==> src/hw/wqw_pkg.sv <==
`default_nettype none
// shared constants and types for the windowed question-answer watchdog
package wqw_pkg;
    ////////////////////////////////////////////////////////////////////////
    // register offsets
    localparam logic [7:0] TIMING_CFG_ADDR   = 8'h13; // mode, prescale, divider
    localparam logic [7:0] WINDOW_CFG_ADDR   = 8'h14; // closed and open lengths
    localparam logic [7:0] ENABLE_CFG_ADDR   = 8'h15; // watchdog_enable_and_extension
    localparam logic [7:0] SERVICE_KEY_ADDR  = 8'h16; // service_key
    localparam logic [7:0] GUARD_ADDR        = 8'h17; // watchdog_config_guard
    localparam logic [7:0] STATUS_ADDR       = 8'h18; // failure status
    ////////////////////////////////////////////////////////////////////////
    // field positions
    localparam int WINDOW_KIND_BIT     = 7; // 0 question_answer, 1 simple
    localparam int TICK_PRESCALE_BIT   = 6;
    localparam int TICK_DIVIDER_MSB    = 5;
    localparam int CLOSED_LEN_MSB      = 7;
    localparam int CLOSED_LEN_LSB      = 4;
    localparam int OPEN_LEN_MSB        = 3;
    localparam int THRESHOLD_BIT       = 4; // 0 one failure, 1 two failures
    localparam int WATCHDOG_ON_BIT     = 3;
    localparam int EXTENSION_MSB       = 2;
    localparam int GUARD_BIT           = 0;
    localparam int FAULT_BIT           = 0; // status: threshold reached
    localparam int VIOLATION_BIT       = 1; // status: key_sequence_violation
    localparam int TIMEOUT_BIT         = 2; // status: open window expired
    localparam int FAIL_COUNT_LSB      = 3; // status: live failure count
    ////////////////////////////////////////////////////////////////////////
    // reset values
    localparam logic [7:0] CFG_RESET       = 8'h00;
    localparam logic [7:0] KEY_RESET       = 8'h01; // lfsr seed, never zero
    localparam logic [7:0] STATUS_RESET    = 8'h00;
    ////////////////////////////////////////////////////////////////////////
    // timing
    localparam int CLK_PERIOD_NS        = 8;
    localparam int TICK_BASE_TIME_NS    = 128000; // 128 us
    localparam int TICK_BASE_CYCLES     = (TICK_BASE_TIME_NS + CLK_PERIOD_NS - 1) / CLK_PERIOD_NS;
    localparam int PRESCALE_FACTOR      = 64;
    localparam int WINDOW_FACTOR        = 8;
    ////////////////////////////////////////////////////////////////////////
    // window phase
    typedef enum logic {
        CLOSED_PHASE,
        OPEN_PHASE
    } wqw_phase_type;

    // next key: x^8 + x^6 + x^5 + x^4 + 1, shift left, feedback into bit 0
    function automatic logic [7:0] lfsr_next(input logic [7:0] cur);
        lfsr_next = {cur[6:0], cur[7] ^ cur[5] ^ cur[4] ^ cur[3]};
    endfunction
endpackage
`default_nettype wire

==> src/hw/wqw_tick_gen.sv <==
`timescale 1ns/10ps
`default_nettype none
// watchdog tick enable: (divider+1) x base, base is 128 us or 64 x 128 us
module wqw_tick_gen #(
    parameter int BASE_CYCLES = wqw_pkg::TICK_BASE_CYCLES
) (
    input  wire logic       clk,
    input  wire logic       reset_n,
    input  wire logic       run,         // counters held clear while low
    input  wire logic       prescale,    // tick_prescale
    input  wire logic [5:0] divider,     // tick_divider
    output logic            tick         // one-cycle pulse
);
    localparam logic [15:0] BASE_LAST  = 16'(BASE_CYCLES - 1);
    localparam logic [5:0]  SCALE_LAST = 6'(wqw_pkg::PRESCALE_FACTOR - 1);

    typedef struct packed {
        logic [15:0] baseCount;  // clk cycles inside one base period
        logic [5:0]  scaleCount; // base periods inside one prescaled period
        logic [5:0]  divCount;   // prescaled periods inside one tick
        logic        tick;       // registered pulse
    } wqw_tick_state_type;

    wqw_tick_state_type state_reg;
    wqw_tick_state_type state_next;

    ////////////////////////////////////////////////////////////////////////
    // divider chain
    always_comb begin
        state_next = state_reg;
        state_next.tick = 1'b0;
        if (!run) begin
            state_next.baseCount  = 16'h0000;
            state_next.scaleCount = 6'h00;
            state_next.divCount   = 6'h00;
        end else if (state_reg.baseCount != BASE_LAST) begin
            state_next.baseCount = state_reg.baseCount + 16'h0001;
        end else begin
            state_next.baseCount = 16'h0000;
            // base period complete; prescaled period complete if prescale is off or scaleCount is at SCALE_LAST
            if (!prescale || state_reg.scaleCount == SCALE_LAST) begin
                state_next.scaleCount = 6'h00;
                // a lowered divider must not let the count run past it and wrap
                if (state_reg.divCount >= divider) begin
                    state_next.divCount = 6'h00;
                    state_next.tick     = 1'b1;
                end else begin
                    state_next.divCount = state_reg.divCount + 6'h01;
                end
            end else begin
                state_next.scaleCount = state_reg.scaleCount + 6'h01;
            end
        end
    end

    // state register
    always_ff @(posedge clk or negedge reset_n) begin
        if (!reset_n) begin
            state_reg <= '0;
        end else begin
            state_reg <= state_next;
        end
    end

    assign tick = state_reg.tick;
endmodule // wqw_tick_gen
`default_nettype wire

==> src/hw/wqw_watchdog_regs.sv <==
`timescale 1ns/10ps
`default_nettype none
// Notes on behaviour
// - watchdog runs only while enable bit set
// - first cycle windows stretched by extension plus one
// - key register read returns current key
// - simple mode: any key write refreshes, key kept
// - wrong answer discarded, flags sequence violation
// - right answer in open window refreshes, advances
// - right answer in closed window is violation
// - key sequence from x8+x6+x5+x4+1 lfsr
// - guard bit makes configuration registers read-only
// - threshold reached drives reset low, sets status
// - threshold bit: one failure or two failures
// - window length is (field+1) x 8 ticks
// - tick is (divider+1) x 128us or x64
// - mode bit: 0 question-answer, 1 simple
module wqw_watchdog_regs #(
    parameter int BASE_CYCLES = wqw_pkg::TICK_BASE_CYCLES
) (
    input  wire logic       clk,
    input  wire logic       reset_n,
    input  wire logic [7:0] regAddr,         // register offset
    input  wire logic       regWrite,        // one-cycle write strobe
    input  wire logic [7:0] regWriteData,
    input  wire logic       regRead,         // one-cycle read strobe
    output logic      [7:0] regReadData,     // valid the cycle after regRead
    output logic            systemResetOut_n // watchdog fault reset
);
    typedef struct packed {
        logic [7:0]            timingCfg;   // mode, prescale, divider
        logic [7:0]            windowCfg;   // closed and open lengths
        logic [7:0]            enableCfg;   // threshold, enable, extension
        logic                  guard;       // config_write_guard
        logic [7:0]            key;         // service_key_reg
        logic [2:0]            flags;       // fault, violation, timeout
        logic [7:0]            readData;
        wqw_pkg::wqw_phase_type phase;
        logic [11:0]           winCount;    // ticks spent in current window
        logic                  firstCycle;  // still in the window cycle after reset
        logic [1:0]            failCount;
        logic                  resetOut_n;
    } wqw_state_type;

    wqw_state_type state_reg;
    wqw_state_type state_next;

    logic       tick;
    logic       watchdogOn;
    logic       simpleMode;
    logic       keyWrite;
    logic [7:0] expectedKey;
    logic       answerRight;
    logic [3:0] stretch;
    logic [11:0] closedLen;
    logic [11:0] openLen;

    // window length in ticks: (field + 1) x 8 x stretch
    function automatic logic [11:0] window_len(input logic [3:0] field,
                                               input logic [3:0] mult);
        logic [11:0] base;
        base = {4'h0, 5'({1'b0, field} + 5'h01), 3'h0};
        window_len = 12'(base * {8'h00, mult});
    endfunction

    ////////////////////////////////////////////////////////////////////////
    // decoded controls
    assign watchdogOn  = state_reg.enableCfg[wqw_pkg::WATCHDOG_ON_BIT];
    assign simpleMode  = state_reg.timingCfg[wqw_pkg::WINDOW_KIND_BIT];
    assign keyWrite    = regWrite && regAddr == wqw_pkg::SERVICE_KEY_ADDR && watchdogOn;
    assign expectedKey = wqw_pkg::lfsr_next(state_reg.key);
    assign answerRight = regWriteData == expectedKey;
    // first cycle stretch
    assign stretch     = state_reg.firstCycle ?
                         {1'b0, state_reg.enableCfg[wqw_pkg::EXTENSION_MSB:0]} + 4'h1 : 4'h1;
    assign closedLen   = window_len(state_reg.windowCfg[wqw_pkg::CLOSED_LEN_MSB:
                                                        wqw_pkg::CLOSED_LEN_LSB], stretch);
    assign openLen     = window_len(state_reg.windowCfg[wqw_pkg::OPEN_LEN_MSB:0], stretch);

    ////////////////////////////////////////////////////////////////////////
    // tick source
    wqw_tick_gen #(
        .BASE_CYCLES (BASE_CYCLES)
    ) u_tick (
        .clk      (clk),
        .reset_n  (reset_n),
        .run      (watchdogOn),
        .prescale (state_reg.timingCfg[wqw_pkg::TICK_PRESCALE_BIT]),
        .divider  (state_reg.timingCfg[wqw_pkg::TICK_DIVIDER_MSB:0]),
        .tick     (tick)
    );

    ////////////////////////////////////////////////////////////////////////
    // next state
    always_comb begin
        logic       refresh;
        logic       violation;
        logic       timeout;
        logic [1:0] failLimit;
        logic [1:0] failSum;
        refresh   = 1'b0;
        violation = 1'b0;
        timeout   = 1'b0;
        failLimit = state_reg.enableCfg[wqw_pkg::THRESHOLD_BIT] ? 2'h2 : 2'h1;
        failSum   = 2'h0;
        state_next = state_reg;

        // configuration writes, blocked by the guard
        if (regWrite && !state_reg.guard) begin
            unique case (regAddr)
                wqw_pkg::TIMING_CFG_ADDR: state_next.timingCfg = regWriteData;
                wqw_pkg::WINDOW_CFG_ADDR: state_next.windowCfg = regWriteData;
                wqw_pkg::ENABLE_CFG_ADDR: state_next.enableCfg = {3'h0, regWriteData[4:0]};
                default: ;
            endcase
        end
        // guard sets once and holds until reset
        if (regWrite && regAddr == wqw_pkg::GUARD_ADDR && regWriteData[wqw_pkg::GUARD_BIT]) begin
            state_next.guard = 1'b1;
        end
        // write one to clear status flags; a new event below wins
        if (regWrite && regAddr == wqw_pkg::STATUS_ADDR) begin
            state_next.flags = state_reg.flags & ~regWriteData[2:0];
        end

        // key service
        if (keyWrite) begin
            if (simpleMode) begin
                refresh = 1'b1;
            end else if (!answerRight) begin
                violation = 1'b1;
            end else if (state_reg.phase == wqw_pkg::OPEN_PHASE) begin
                refresh = 1'b1;
                state_next.key = expectedKey;
            end else begin
                violation = 1'b1;
            end
        end

        // window sequencing
        if (!watchdogOn) begin
            state_next.phase    = wqw_pkg::CLOSED_PHASE;
            state_next.winCount = 12'h000;
            state_next.failCount = 2'h0;
            state_next.resetOut_n = 1'b1;
        end else if (refresh) begin
            state_next.phase      = wqw_pkg::CLOSED_PHASE;
            state_next.winCount   = 12'h000;
            state_next.firstCycle = 1'b0;
        end else if (tick) begin
            if (state_reg.phase == wqw_pkg::CLOSED_PHASE &&
                state_reg.winCount >= closedLen - 12'h001) begin
                state_next.phase    = wqw_pkg::OPEN_PHASE;
                state_next.winCount = 12'h000;
            end else if (state_reg.phase == wqw_pkg::OPEN_PHASE &&
                         state_reg.winCount >= openLen - 12'h001) begin
                timeout               = 1'b1;
                state_next.phase      = wqw_pkg::CLOSED_PHASE;
                state_next.winCount   = 12'h000;
                state_next.firstCycle = 1'b0;
            end else begin
                state_next.winCount = state_reg.winCount + 12'h001;
            end
        end

        // reset pulse ends at the next tick
        if (watchdogOn && tick) begin
            state_next.resetOut_n = 1'b1;
        end

        // failure counting; violations count too
        if (watchdogOn && (violation || timeout)) begin
            failSum = state_reg.failCount + 2'h1;
            if (violation) state_next.flags[wqw_pkg::VIOLATION_BIT] = 1'b1;
            if (timeout)   state_next.flags[wqw_pkg::TIMEOUT_BIT]   = 1'b1;
            if (failSum >= failLimit) begin
                state_next.failCount  = 2'h0;
                state_next.resetOut_n = 1'b0;
                state_next.flags[wqw_pkg::FAULT_BIT] = 1'b1;
                state_next.phase      = wqw_pkg::CLOSED_PHASE;
                state_next.winCount   = 12'h000;
            end else begin
                state_next.failCount = failSum;
            end
        end

        // registered read port
        if (regRead) begin
            unique case (regAddr)
                wqw_pkg::TIMING_CFG_ADDR:  state_next.readData = state_reg.timingCfg;
                wqw_pkg::WINDOW_CFG_ADDR:  state_next.readData = state_reg.windowCfg;
                wqw_pkg::ENABLE_CFG_ADDR:  state_next.readData = state_reg.enableCfg;
                wqw_pkg::SERVICE_KEY_ADDR: state_next.readData = state_reg.key;
                wqw_pkg::GUARD_ADDR:       state_next.readData = {7'h00, state_reg.guard};
                wqw_pkg::STATUS_ADDR:      state_next.readData = {3'h0, state_reg.failCount,
                                                                  state_reg.flags};
                default:                   state_next.readData = 8'h00;
            endcase
        end
    end

    // state register
    always_ff @(posedge clk or negedge reset_n) begin
        if (!reset_n) begin
            state_reg.timingCfg  <= wqw_pkg::CFG_RESET;
            state_reg.windowCfg  <= wqw_pkg::CFG_RESET;
            state_reg.enableCfg  <= wqw_pkg::CFG_RESET;
            state_reg.guard      <= 1'b0;
            state_reg.key        <= wqw_pkg::KEY_RESET;
            state_reg.flags      <= wqw_pkg::STATUS_RESET[2:0];
            state_reg.readData   <= 8'h00;
            state_reg.phase      <= wqw_pkg::CLOSED_PHASE;
            state_reg.winCount   <= 12'h000;
            state_reg.firstCycle <= 1'b1;
            state_reg.failCount  <= 2'h0;
            state_reg.resetOut_n <= 1'b1;
        end else begin
            state_reg <= state_next;
        end
    end

    assign regReadData      = state_reg.readData;
    assign systemResetOut_n = state_reg.resetOut_n;
endmodule // wqw_watchdog_regs
`default_nettype wire

==> config.mk <==
export PLATFORM = sky130hd
export DESIGN_NAME = wqw_watchdog_regs
export DESIGN_NICKNAME = d
export VERILOG_FILES = /design/src/hw/wqw_pkg.sv /design/src/hw/wqw_tick_gen.sv /design/src/hw/wqw_watchdog_regs.sv
export SDC_FILE = /design/constraint.sdc
export NUM_CORES = 1
export LEC_CHECK = 0
export ABC_AREA = 1
export BUFFER_PORTS_ARGS = -buffer_cell sky130_fd_sc_hd__buf_2
export CORE_ASPECT_RATIO = 0.6
export CORE_UTILIZATION = 60
export DETAILED_ROUTE_END_ITERATION = 8
export GPL_ROUTABILITY_DRIVEN = 0
export PLACE_DENSITY = 0.78
export SYNTH_ARGS = -nofsm -noshare
export SYNTH_HDL_FRONTEND = slang
export SYNTH_SLANG_ARGS = --single-unit
==> constraint.sdc <==
create_clock -name clk -period 16.75 [get_ports clk]
set_clock_uncertainty 0.2 [all_clocks]
set_input_delay 4.1875 -clock clk [delete_from_list [all_inputs] [get_ports clk]]
set_output_delay 4.1875 -clock clk [all_outputs]
set_load 0.02 [all_outputs]
==> flow_metrics.py <==
metrics = {
    "routing": {
        "drc": 0,
        "via_per_inst": 5.405,
        "first_pass_iters": 5,
        "wl_per_cell_um": 14.34,
        "wl_mm": 15.55,
        "drtIter0Drc": 525,
        "drtAntennaViolNets": 0,
        "num_vias": 5859,
    },
    "sta": {
        "setup-violations-final": 0,
        "slew_headroom_pct": 42.77,
        "slew_viol_final": 0,
        "hold_viol": 0,
        "whs_ns": 0.2829,
        "period_needed_ns": 6.167,
        "min_period_over_period_pct": 36.82,
        "rsz0062_at_grt": "no",
        "maxClockFrequency_mhz": 162.1,
        "fin_setup_tns_ns": 0,
        "tightest_slew_ns": 0.8564,
    },
    "final_layout": {
        "antenna_cells": 0,
        "layout_commonest_cell": "nand2_1",
        "layout.nets": 1033,
        "drive_gt1_share_pct": 8.889,
        "largest_register_ffs": 41,
        "most-common-layout-cells": "nand2_1, inv_1, nor2_1",
        "n_fill_cell": 922,
        "design_area_sq_um": 7300,
        "syn2layout_area_growth_pct": 6.948,
    },
    "setup_path": {
        "worstSetupStartpointType": "flip-flop",
        "rr_worst_depth": 26,
        "criticalPathCategory": "reg2reg",
        "arrival_ns": 6.16,
        "cp_common_cell": "nand2_1",
        "slowest_stage": "dfstp_2",
        "path_max_fanout": 17,
        "end_kind": "flip-flop",
        "critical_path.max_stage_delay_ns": 0.55,
        "crit_required_ns": 16.74,
    },
    "worst_hold_path": {
        "hp-class": "reg2reg",
        "min_delay_path_depth": 2,
    },
    "floorplanning": {
        "dieArea_sq_um": 11820,
        "core_sq_um": 10810,
        "rows": 29,
        "initial_utilization_pct": 63.12,
        "io_pins": 29,
        "dieHeight_um": 84.62,
        "dieWidth_um": 139.7,
    },
    "clocking": {
        "clkTransAtPathRegs_ns": 0.06,
        "clkLatencyLatePin_ns": 0.34,
        "numCtsBuffers": 9,
        "clockBufferDepth": 2,
        "cts-resized-gates": 0,
        "ctsHoldBuffers": 0,
        "cts_tree": "built",
        "clock_sinks": 87,
        "cts_setup_buffers": 0,
        "root_buffer": "clkbuf_16",
        "htreeDepth": 3,
    },
    "synth": {
        "postSynthAreaPerCell_sq_um": 7.411,
        "synth_edf_count": 0,
        "ys_warn_count": 0,
        "syn_nets": 1014,
        "synthCells": 921,
        "synth-seq-cells": 87,
        "async_flop_share_pct": 100.0,
        "yosysUniqueCellTypes": 46,
        "syn_area_sq_um": 6825,
        "seq_area_frac_synth_pct": 31.95,
        "synth_ff_type": "dfrtp_1",
    },
    "pwr": {
        "p_int_uw": 330.3,
        "pwr-share-clk_pct": 42.6,
        "switchingPower_uw": 116.2,
        "ir_drop_mv": 0.05320,
        "p_comb_share_pct": 8.9,
        "power.share.switching_pct": 26.02,
        "p_per_area_nw_per_um2": 61.16,
        "seqPwrFrac_pct": 48.5,
        "leakage_nw": 3.711,
    },
    "placed_design": {
        "dp_hpwl_mm": 11.96,
        "dpl_cell_area_sq_um": 7015,
        "port-buffer-count": 28,
    },
    "grt": {
        "gr-usage-all-layers_pct": 28.60,
        "antenna_found_initial": 0,
        "overflow": 0,
        "grt_pass1_wl_mm": 26.90,
        "grt_pass1_vias": 5416,
        "grt_max_degree": 56,
    },
    "run": {
        "cap_violations": 0,
    },
    "outcome": {
        "status": "finished, final reports clean",
    },
}
path summary, 6_finish.rpt:
| check | startpoint | end | slack [ns] |
|---|---|---|---|
| worst max-delay path | state_reg[3]$_DFFE_PN1P_ | state_reg[5]$_DFF_PN0_ | 10.58 |
| worst min-delay path | regReadData[2]$_DFFE_PN0P_ | regReadData[2]$_DFFE_PN0P_ | 0.28 |
| worst max register to register | state_reg[3]$_DFFE_PN1P_ | state_reg[5]$_DFF_PN0_ | 10.58 |
| worst min register to register | regReadData[2]$_DFFE_PN0P_ | regReadData[2]$_DFFE_PN0P_ | 0.28 |
| max in group asynchronous | reset_n | state_reg[52]$_DFFE_PN0P_ | 11.72 |
| min in group asynchronous | reset_n | state_reg[10]$_DFF_PN0_ | 3.58 |
metal layers:
metal	global-route usage [%]	vias up	routed length [um]
li1	-	3003	-
met1	47.61	2655	8449
met2	37.73	186	6046
met3	4.849	15	937
met4	5.195	0	116
met5	0	-	0
critical path, delay by kind of cell (launching register included):
kind / cells / cell delay [ns]
flip-flops: 1 / 0.55
XOR/XNOR: 1 / 0.21
buffers and inverters: 4 / 0.36
AND/OR/NAND/NOR: 13 / 2.21
adder cells (fa/ha/maj): 4 / 1.82
AO/OA/AOI/OAI: 4 / 0.65
layout make-up:
| cell class | count | area [sq um] | share of cell area [%] |
|---|---|---|---|
| timing repair buffer | 30 | 157.7 | 2.160 |
| clock inverter | 6 | 45.04 | 0.6171 |
| sequential | 87 | 2181 | 29.88 |
| clock buffer | 10 | 239.0 | 3.274 |
| tap | 139 | 173.9 | 2.383 |
| inverter | 135 | 506.7 | 6.942 |
| multi-input combinational | 677 | 3996 | 54.75 |
stage by stage:
stage | power [mW] | worst slack (ns) | std cells | utilization [%]
after global placement | 0.2589 | 10.82 | 1068 | 64.88
after CTS | 0.4491 | 10.63 | 1084 | 67.51
after floorplan | 0.2435 | 11.15 | 921 | -
final | 0.4464 | 10.58 | 1084 | 67.51
after global routing | 0.4637 | 10.13 | 1084 | 67.51
after detailed placement | 0.2591 | 10.61 | 1068 | 64.88
Yosys cell counts (2+ instances only):
master / count / area, sq um
nand2_1: 236 / 885.9
inv_1: 128 / 480.5
nor2_1: 98 / 367.9
dfrtp_1: 84 / 2102
ha_1: 61 / 763.2
o21ai_0: 58 / 290.3
nand3_1: 45 / 225.2
a21oi_1: 30 / 150.1
xor2_1: 29 / 254.0
nand4_1: 27 / 168.9
fa_1: 12 / 240.2
xnor2_1: 12 / 105.1
nor3_1: 11 / 55.05
a21oi_2: 9 / 78.83
buf_4: 8 / 60.06
clkbuf_1: 8 / 30.03
o22ai_1: 7 / 43.79
inv_2: 5 / 18.77
o211ai_1: 5 / 37.54
buf_2: 4 / 20.02
nor2_2: 4 / 25.02
a21o_1: 3 / 22.52
dfstp_2: 3 / 78.83
nand2_2: 3 / 18.77
o21ai_1: 3 / 15.01
or2_2: 3 / 18.77
clkinv_1: 2 / 7.510
nand2_4: 2 / 22.52
nand3_2: 2 / 20.02
nor3_2: 2 / 20.02
nor3_4: 2 / 32.53
power groups by stage:
stage / registers (mW) / logic (mW) / clock network [mW]
2_1_floorplan: 0.219 / 0.0244 / 0
3_3_place_gp: 0.220 / 0.0387 / 0
3_5_place_dp: 0.220 / 0.0390 / 0
4_1_cts: 0.216 / 0.0395 / 0.193
5_1_grt: 0.217 / 0.0457 / 0.201
6_report: 0.216 / 0.0397 / 0.190
cell families after synthesis:
group	Yosys count	synth area share (%)
flip-flops	87	31.95
AND/OR/NAND/NOR	439	28.01
AO/OA/AOI/OAI	124	10.58
adder cells (fa/ha/maj)	73	14.70
buffers and inverters	157	9.496
XOR/XNOR	41	5.261
(Power assumes the default switching activity.)
